## src/verilog/sqi_pkg.sv

```systemverilog
/*
 * Package for the sequencer interrupt logic: register map, field layout,
 * reset values and unit interface encodings.
 * Assumes a 32-bit APB master and a single 20 MHz core clock.
 */
package sqi_pkg;
  localparam int unsigned ADDR_W = 8;
  localparam int unsigned LINE_W = 4;
  // register byte addresses
  localparam logic [7:0] OFS_MASK_FLAGS = 8'h00;
  localparam logic [7:0] OFS_UNIT_CTRL = 8'h04;
  localparam logic [7:0] OFS_IRQ_STATUS = 8'h08;
  localparam logic [7:0] OFS_IRQ_ENABLE = 8'h0C;
  // mask-and-flag register fields
  localparam int unsigned FLD_UNIT_MASK = 1;
  localparam int unsigned FLD_SINGLE_MASK = 0;
  localparam int unsigned FLD_UNIT_FLAG = 4;
  localparam int unsigned FLD_SINGLE_FLAG = 3;
  localparam int unsigned FLD_SEL1 = 8;
  localparam int unsigned FLD_SEL2 = 12;
  // unit control register fields
  localparam int unsigned FLD_RUN_EN = 0;
  localparam int unsigned FLD_CLOSED = 2;
  // reset values and the open loop end code
  localparam logic [2:0] RST_MASK = 3'h0;
  localparam logic [3:0] RST_SEL = 4'h0;
  localparam logic [3:0] LOOP_END_CODE = 4'hF;
  localparam logic [31:0] RD_ZERO = 32'h0000_0000;
endpackage

```

## src/verilog/sqi_irq_logic.sv

```systemverilog
/*
 * Sequencer interrupt logic: APB register slave, per-source flags that
 * clear on read, mask bits, pin pulse and a sticky-status interrupt.
 * Assumes the units report finished lines and single conversions as
 * one-cycle pulses synchronous to core_clk_i.
 */
// Our own choices: the APB register port and the address map.
// Summary of operation
// - any unit meeting its interrupt condition can pulse the interrupt pin.
// - each of the three sources has a mask bit and a one suppresses its pin pulse.
// - a raised source sets its own flag in the mask-and-flag register.
// - flags are set even while the source is masked; masks gate only the pin.
// - reading the mask-and-flag register clears the flags that were set at the read.
// - in open loop a unit interrupts when its next line pointer selects the loop end.
// - in closed loop a unit interrupts when the next line pointer equals its select field.
// - the line select fields are write only and read back as zero.
// - the single conversion unit interrupts when its conversion completes.
// - a unit whose run enable is cleared finishes and stops without interrupting.
`timescale 1ns/100ps
module sqi_irq_logic (
  // clock and reset
  input wire logic core_clk_i,
  input wire logic rst_b_i,
  // apb slave
  input wire logic psel_i,
  input wire logic penable_i,
  input wire logic pwrite_i,
  input wire logic [sqi_pkg::ADDR_W-1:0] paddr_i,
  input wire logic [31:0] pwdata_i,
  output logic [31:0] prdata_o,
  output logic pready_o,
  output logic pslverr_o,
  // execution unit progress
  input wire logic [1:0] line_done_i,
  input wire logic [sqi_pkg::LINE_W-1:0] next_line_pointer1_i,
  input wire logic [sqi_pkg::LINE_W-1:0] next_line_pointer2_i,
  input wire logic single_done_i,
  // unit run enables toward the sequencer
  output logic [1:0] unit_run_enable_o,
  // interrupt pin and system interrupt
  output logic irq_pin_o,
  output logic irq_o
);
  import sqi_pkg::*;

  logic [1:0] unit_irq_mask_q, unit_irq_mask_d;
  logic single_irq_mask_q, single_irq_mask_d;
  logic [1:0] unit_irq_flag_q, unit_irq_flag_d;
  logic single_irq_flag_q, single_irq_flag_d;
  logic [LINE_W-1:0] sel1_q, sel1_d, sel2_q, sel2_d;
  logic [1:0] run_en_q, run_en_d;
  logic [1:0] closed_q, closed_d;
  logic [2:0] stat_q, stat_d;
  logic [2:0] ien_q, ien_d;
  logic [31:0] prdata_q, prdata_d;
  logic pready_q, pready_d;
  logic pslverr_q, pslverr_d;
  logic irq_q, irq_d;
  logic [2:0] cond;
  logic [1:0] unit_cond;
  logic single_cond_q, single_cond_d;
  logic pin_pulse;
  logic setup, access, wr, rd, rd_done, hit;
  // packed views used by the pulse folder and the checks below
  logic [2:0] all_flags, all_masks, live_cond, read_flags, wd_masks;

  // per-unit views so one watcher loop can index them
  logic [LINE_W-1:0] unit_ptr [2];
  logic [LINE_W-1:0] unit_sel [2];
  assign unit_ptr[0] = next_line_pointer1_i;
  assign unit_ptr[1] = next_line_pointer2_i;
  assign unit_sel[0] = sel1_q;
  assign unit_sel[1] = sel2_q;

  // execution unit watchers, one per unit
  for (genvar u = 0; u < 2; u++) begin : g_watch
    sqi_unit_watch u_watch (
      .core_clk_i(core_clk_i),
      .rst_b_i(rst_b_i),
      .run_enable_i(run_en_q[u]),
      .closed_loop_i(closed_q[u]),
      .line_select_i(unit_sel[u]),
      .line_done_i(line_done_i[u]),
      .next_line_pointer_i(unit_ptr[u]),
      .irq_cond_o(unit_cond[u])
    );
  end

  // single conversion completion, delayed one cycle so it lines up
  // with the registered unit conditions
  always_comb begin
    single_cond_d = single_done_i;
  end

  always_ff @(posedge core_clk_i or negedge rst_b_i) begin
    if (!rst_b_i) begin
      single_cond_q <= 1'b0;
    end else begin
      single_cond_q <= single_cond_d;
    end
  end

  assign cond = {unit_cond, single_cond_q};

  sqi_pulse_gen u_pulse (
    .core_clk_i(core_clk_i),
    .rst_b_i(rst_b_i),
    .cond_i(cond),
    .mask_i(all_masks),
    .pulse_o(pin_pulse)
  );

  // apb decode; access phase answers in its first cycle
  // writes and the read clear wait for the completing edge, so a
  // transfer the master abandons in setup leaves no trace
  always_comb begin
    setup = psel_i && !penable_i;
    access = psel_i && penable_i && pready_q;
    wr = access && pwrite_i;
    rd = setup && !pwrite_i;
    rd_done = access && !pwrite_i;
    hit = (paddr_i == OFS_MASK_FLAGS) || (paddr_i == OFS_UNIT_CTRL) ||
          (paddr_i == OFS_IRQ_STATUS) || (paddr_i == OFS_IRQ_ENABLE);
  end

  // register file next state; read word captured at setup, writes land
  // at the access edge together with pready
  always_comb begin
    unit_irq_mask_d = unit_irq_mask_q;
    single_irq_mask_d = single_irq_mask_q;
    sel1_d = sel1_q;
    sel2_d = sel2_q;
    run_en_d = run_en_q;
    closed_d = closed_q;
    ien_d = ien_q;
    unit_irq_flag_d = unit_irq_flag_q;
    single_irq_flag_d = single_irq_flag_q;
    stat_d = stat_q;
    prdata_d = RD_ZERO;
    pready_d = setup;
    pslverr_d = setup && !hit;
    // read clears only what was visible; a new event still sets
    if (rd && paddr_i == OFS_MASK_FLAGS) begin
      prdata_d[FLD_SINGLE_MASK] = single_irq_mask_q;
      prdata_d[FLD_UNIT_MASK +: 2] = unit_irq_mask_q;
      prdata_d[FLD_SINGLE_FLAG] = single_irq_flag_q;
      prdata_d[FLD_UNIT_FLAG +: 2] = unit_irq_flag_q; // select fields stay zero
    end
    // clear only the flags the captured word showed, so a later set survives
    if (rd_done && paddr_i == OFS_MASK_FLAGS) begin
      unit_irq_flag_d = unit_irq_flag_q & ~prdata_q[FLD_UNIT_FLAG +: 2];
      single_irq_flag_d = single_irq_flag_q & ~prdata_q[FLD_SINGLE_FLAG];
    end
    if (rd && paddr_i == OFS_UNIT_CTRL) begin
      prdata_d[FLD_RUN_EN +: 2] = run_en_q;
      prdata_d[FLD_CLOSED +: 2] = closed_q;
    end
    if (rd && paddr_i == OFS_IRQ_STATUS) begin
      prdata_d[2:0] = stat_q;
    end
    if (rd && paddr_i == OFS_IRQ_ENABLE) begin
      prdata_d[2:0] = ien_q;
    end
    if (wr && paddr_i == OFS_MASK_FLAGS) begin
      single_irq_mask_d = pwdata_i[FLD_SINGLE_MASK];
      unit_irq_mask_d = pwdata_i[FLD_UNIT_MASK +: 2];
      sel1_d = pwdata_i[FLD_SEL1 +: LINE_W];
      sel2_d = pwdata_i[FLD_SEL2 +: LINE_W];
    end
    if (wr && paddr_i == OFS_UNIT_CTRL) begin
      run_en_d = pwdata_i[FLD_RUN_EN +: 2];
      closed_d = pwdata_i[FLD_CLOSED +: 2];
    end
    if (wr && paddr_i == OFS_IRQ_STATUS) begin
      stat_d = stat_q & ~pwdata_i[2:0];
    end
    if (wr && paddr_i == OFS_IRQ_ENABLE) begin
      ien_d = pwdata_i[2:0];
    end
    // hardware set wins over clear, regardless of mask
    unit_irq_flag_d = unit_irq_flag_d | unit_cond;
    single_irq_flag_d = single_irq_flag_d | single_cond_q;
    stat_d = stat_d | cond;
    irq_d = |(stat_d & ien_d);
  end

  always_ff @(posedge core_clk_i or negedge rst_b_i) begin
    if (!rst_b_i) begin
      unit_irq_mask_q <= RST_MASK[2:1];
      single_irq_mask_q <= RST_MASK[0];
      unit_irq_flag_q <= 2'h0;
      single_irq_flag_q <= 1'b0;
      sel1_q <= RST_SEL;
      sel2_q <= RST_SEL;
      run_en_q <= 2'h0;
      closed_q <= 2'h0;
      stat_q <= 3'h0;
      ien_q <= 3'h0;
      prdata_q <= RD_ZERO;
      pready_q <= 1'b0;
      pslverr_q <= 1'b0;
      irq_q <= 1'b0;
    end else begin
      unit_irq_mask_q <= unit_irq_mask_d;
      single_irq_mask_q <= single_irq_mask_d;
      unit_irq_flag_q <= unit_irq_flag_d;
      single_irq_flag_q <= single_irq_flag_d;
      sel1_q <= sel1_d;
      sel2_q <= sel2_d;
      run_en_q <= run_en_d;
      closed_q <= closed_d;
      stat_q <= stat_d;
      ien_q <= ien_d;
      prdata_q <= prdata_d;
      pready_q <= pready_d;
      pslverr_q <= pslverr_d;
      irq_q <= irq_d;
    end
  end

  assign prdata_o = prdata_q;
  assign pready_o = pready_q;
  assign pslverr_o = pslverr_q;
  assign unit_run_enable_o = run_en_q;
  assign irq_pin_o = pin_pulse;
  assign irq_o = irq_q;

  // packed views for the pulse folder and the checks
  assign all_flags = {unit_irq_flag_q, single_irq_flag_q};
  assign all_masks = {unit_irq_mask_q, single_irq_mask_q};
  assign live_cond = cond & ~all_masks;
  assign read_flags = {prdata_o[FLD_UNIT_FLAG +: 2], prdata_o[FLD_SINGLE_FLAG]};
  assign wd_masks = {pwdata_i[FLD_UNIT_MASK +: 2], pwdata_i[FLD_SINGLE_MASK]};
endmodule

```

## src/verilog/sqi_pulse_gen.sv

```systemverilog
/*
 * Folds masked interrupt conditions into a single one-cycle pin pulse.
 * Assumes condition inputs are single-cycle pulses from the core clock.
 */
`timescale 1ns/100ps
module sqi_pulse_gen (
  // clock and reset
  input wire logic core_clk_i,
  input wire logic rst_b_i,
  // conditions and masks
  input wire logic [2:0] cond_i,
  input wire logic [2:0] mask_i,
  // pin
  output logic pulse_o
);
  import sqi_pkg::*;
  logic pulse_d;
  logic pulse_q;

  // one pulse however many unmasked sources fire together
  always_comb begin
    pulse_d = |(cond_i & ~mask_i);
  end

  always_ff @(posedge core_clk_i or negedge rst_b_i) begin
    if (!rst_b_i) begin
      pulse_q <= 1'b0;
    end else begin
      pulse_q <= pulse_d;
    end
  end

  assign pulse_o = pulse_q;
endmodule

```

## src/verilog/sqi_unit_watch.sv

```systemverilog
/*
 * Watches one sequence execution unit's line completions and decides
 * when it meets its interrupt condition.
 * Assumes line_done_i pulses once per finished command line with the
 * next line pointer valid in the same cycle.
 */
`timescale 1ns/100ps
module sqi_unit_watch (
  // clock and reset
  input wire logic core_clk_i,
  input wire logic rst_b_i,
  // configuration
  input wire logic run_enable_i,
  input wire logic closed_loop_i,
  input wire logic [sqi_pkg::LINE_W-1:0] line_select_i,
  // unit progress
  input wire logic line_done_i,
  input wire logic [sqi_pkg::LINE_W-1:0] next_line_pointer_i,
  // condition pulse
  output logic irq_cond_o
);
  import sqi_pkg::*;
  logic cond_d;
  logic cond_q;

  // open loop ends on the marker, closed loop on the selected line
  always_comb begin
    cond_d = 1'b0;
    if (line_done_i && run_enable_i) begin
      if (closed_loop_i) begin
        cond_d = (next_line_pointer_i == line_select_i);
      end else begin
        cond_d = (next_line_pointer_i == LOOP_END_CODE);
      end
    end
  end

  always_ff @(posedge core_clk_i or negedge rst_b_i) begin
    if (!rst_b_i) begin
      cond_q <= 1'b0;
    end else begin
      cond_q <= cond_d;
    end
  end

  assign irq_cond_o = cond_q;
endmodule
```

## config.mk

```make
export PLATFORM = sky130hd
export DESIGN_NAME = sqi_irq_logic
export DESIGN_NICKNAME = d
export VERILOG_FILES = /design/src/verilog/sqi_pkg.sv /design/src/verilog/sqi_irq_logic.sv /design/src/verilog/sqi_pulse_gen.sv /design/src/verilog/sqi_unit_watch.sv
export SDC_FILE = /design/constraint.sdc
export NUM_CORES = 1
export LEC_CHECK = 0
export ABC_AREA = 0
export BUFFER_PORTS_ARGS = -buffer_cell sky130_fd_sc_hd__buf_2
export CELL_PAD_IN_SITES_DETAIL_PLACEMENT = 1
export CELL_PAD_IN_SITES_GLOBAL_PLACEMENT = 2
export CORE_MARGIN = 8
export CORE_UTILIZATION = 30
export DETAILED_ROUTE_END_ITERATION = 8
export PLACE_DENSITY = 0.88
export SETUP_SLACK_MARGIN = 0.4
export SLEW_MARGIN = 20
export SYNTH_ARGS = -nofsm -noshare
export SYNTH_HDL_FRONTEND = slang
export SYNTH_HIERARCHICAL = 1
export SYNTH_SLANG_ARGS = --single-unit
```

## constraint.sdc

```tcl
create_clock -name core_clk_i -period 4.4 [get_ports core_clk_i]
set_input_delay 0.66 -clock core_clk_i [delete_from_list [all_inputs] [get_ports core_clk_i]]
set_output_delay 0.66 -clock core_clk_i [all_outputs]
set_load 0.02 [all_outputs]
```

==> metrics.md <==
| Metric | Value |
|---|---|
| Status | `completed` |
| Initial antenna violation count | `0` |
| Synth top area cells | `dfrtp_1 (48%), buf_4 (10%), mux2_2 (9.9%), nor2b_1 (3.6%), mux4_2 (3.5%)` |
| Final instance area | `2221 sq um` |
| Wire per inst | `15.54 microns` |
| Skew-Pair Late Insertion Delay | `290 ps` |
| Die Width | `96.20 microns` |
| Buf/Inv on CP | `1` |
| R2R Path Start | `pready_o` |
| Clk pin slew, worst setup/hold paths | `70 ps` |
| Final hold violations | `0` |
| Final setup fails | `0` |
| Via count | `1254` |
| Reg-to-reg slack, setup | `2370 ps` |
| Routed WL | `4383 microns` |
| Critical path type | `in2reg` |
| Initial Util | `30.74%` |
| Die height | `96.20 microns` |
| Remaining DRCs | `0` |
| CP top delay family | `simple AND/OR/NAND/NOR gates` |
| CTS Sinks | `37` |
| Worst slew margin | `35.31%` |
| Crit-path max FO | `11` |
| Power Total | `0.6365 mW` |
| Via-to-Cell Ratio | `4.447` |
| Largest area contributor in the netlist | `dfrtp_1` |
| Most frequent cells in the layout | `buf_2 (47), dfrtp_1 (37), conb_1 (26), mux2_2 (17), nor2b_1 (11)` |
| Most common cell after layout, fill and taps aside | `buf_2` |
| H-tree depth | `2` |
| Mean Syn Cell Area | `12.53 sq um` |
| Post-DRT Antenna Nets | `0` |
| Max Clk Rate | `407.7 MHz` |
| WHS | `465.2 ps` |
| First drt pass iteration count | `4` |
| Synth top area share | `47.99%` |
| Final core utilization | `35.38%` |
| R2r endpoint | `sel1_q[2]` |
| Grt ovf | `0` |
| Diode count | `0` |
| Port Buffers | `47` |
| Worst path depth | `6` |
| Clock Skews | `4.205 ps` |
| Setup Slack @ Placement | `1607 ps` |
| Yosys warnings | `6` |
| Max_cap viols | `0` |
| LEAKAGE | `1.152 nW` |
| Setup ws final | `1947 ps` |
| Post-synthesis cell type count | `37` |
| Final net count | `260` |
| Starting DRT DRC Count | `42` |
| Ratio of cells with drive above 1 in the final layout | `41.46%` |
| CTS resizes | `0` |
| Placed Cells incl. Taps | `274` |
| Total CTS buffers | `5` |
| CTS max path bufs | `2` |
| CTS Root Cell | `clkbuf_8` |
| Gate power share | `10.4%` |
| Reg2Reg Depth | `4` |
| Cell Area, Synth | `1929 sq um` |
| Detailed-placement wirelength estimate | `3551 microns` |
| Placeable Area | `6277 sq um` |
| Critical path's largest stage delay | `750 ps` |
| Mapped Cells | `154` |
| CTS tree | `done` |
| Maximum number of pins on one net before global-route repair | `38` |
| Fin crit period | `2453 ps` |
| Switching part of the total power | `25.31%` |
| Tightest Hold Check Type | `in2async` |
| Period utilization | `55.75%` |
| Global-route wire length before repair | `6796 microns` |
| Sequential share of the synthesized area | `47.99%` |
| Worst path cell trace | `buf_2 > nor4_4 > and2_2 > nand3_2 > nor3_2 > mux2_2` |
| Internal | `0.4754 mW` |
| Full die area | `9253 sq um` |
| Setup TNS | `0 ps` |
| Worst Setup End Kind | `flip-flop` |
| Setup bufs post-CTS | `0` |
| Worst setup path startpoint | `paddr_i[1]` |
| Vias in the first global route | `1419` |
| Worst slew pin tran | `965.1 ps` |
| Part of the power in registers | `54.1%` |
| I/O pins | `94` |
| Placed inst area | `2141 sq um` |
| Pwr dens | `286.6 nW/um^2` |
| Cell Count, Final, Fillers Out | `282` |
| RSZ-0062 raised after global routing | `false` |
| Hold-fix buffers, CTS | `0` |
| Synthesized flop and latch total | `37` |
| Clk pwr share | `35.5%` |
| Worst Path Required | `4570 ps` |
| Peak supply drop | `0.1258 mV` |
| Routability Congestion | `0.7429` |
| Gr usage total | `9.790%` |
| CP startpoint kind | `primary input` |
| Area delta synth->final | `15.11%` |
| Worst EP arrival | `2630 ps` |
| Psw | `0.1611 mW` |
| Critical Path End | `sel1_q[2]` |
| Max-slew violations | `0` |
| Slowest CP cell | `nor3_2` |
| Row Count | `29` |
-- worst register-to-register path: cells and delay by family, from the launching register on --
kind / cells / cell delay (ps)
DFF: 1 / 340
muxes: 1 / 420
and+or+nand+nor: 3 / 1170
-- routing by layer --
metal  part of all wire [%]  vias up  GRT usage, %
li1                       -      587             -
met1                     38      621         10.83
met2                     54       38         17.03
met3                    6.5        8         3.432
met4                    1.3        0         3.329
met5                      0        -             0
-- sequential cells by signal, summed over array words and instances (netlist names) --
signal / flops
prdata_o: 6
irq_o: 1
ien_q: 3
pslverr_o: 1
stat_q: 3
single_irq_flag_q: 1
sel2_q: 4
single_irq_mask_q: 1
u_pulse/pulse_o: 1
pready_o: 1
sel1_q: 4
unit_irq_flag_q: 2
single_cond_q: 1
unit_irq_mask_q: 2
closed_q: 2
g_watch.u_watch/irq_cond_o: 2
unit_run_enable_o: 2
-- synth_stat cells, drive strengths merged --
master	count
o22ai	2
o211ai	2
a2111oi	2
and4b	1
nor3	4
mux2	18
buf	27
and4	1
nand2b	3
o221ai	1
mux2i	1
nand4b	2
nand3	1
dfrtp	37
nand4	2
a221o	1
nor3b	3
inv	4
nand3b	1
nand2	3
mux4	3
clkbuf	2
nor2	1
conb	1
nor2b	11
a21o	6
xnor2	4
nor4	1
and2	6
and3	3
-- cell families after synthesis --
family                    count (synthesis)  synth area share (%)
other                                     1                0.1944
and+or+nand+nor                          43                 16.80
DFF                                      37                 47.99
xor gates and xnor gates                  4                 1.816
buffers and inverters                    33                 11.87
muxes                                    22                 14.72
AOI/OAI and AO/OA                        14                 6.614
-- layout make-up --
| type | instances | area (sq um) |
|---|---|---|
| clock buffers | 8 | 80.08 |
| fillers | 709 | 4056 |
| inverters | 4 | 15.01 |
| multi-input cells | 109 | 868.3 |
| flip-flops and latches | 37 | 925.9 |
| well taps | 77 | 96.34 |
| repair buffers | 47 | 235.2 |
-- worst min path at each step --
stage	from	cells after the start	to	slack (ps)
3_5_place_dp	unit_irq_flag_q[0]	1	unit_irq_flag_q[0]	460
6_report	rst_b_i	1	pslverr_o	470
2_1_floorplan	rst_b_i	0	closed_q[0]	360
4_1_cts	single_done_i	1	single_cond_q	470
5_1_grt	single_done_i	1	single_cond_q	470
3_3_place_gp	unit_irq_flag_q[1]	1	unit_irq_flag_q[1]	450
-- power groups by stage --
stage	combinational [mW]	sequential, mW	clock (mW)
5_1_grt	0.0732	0.345	0.247
2_1_floorplan	0.0518	0.353	0
3_5_place_dp	0.0666	0.351	0
6_report	0.0662	0.344	0.226
3_3_place_gp	0.0649	0.351	0
4_1_cts	0.0667	0.344	0.239
(Power assumes the default switching activity.)
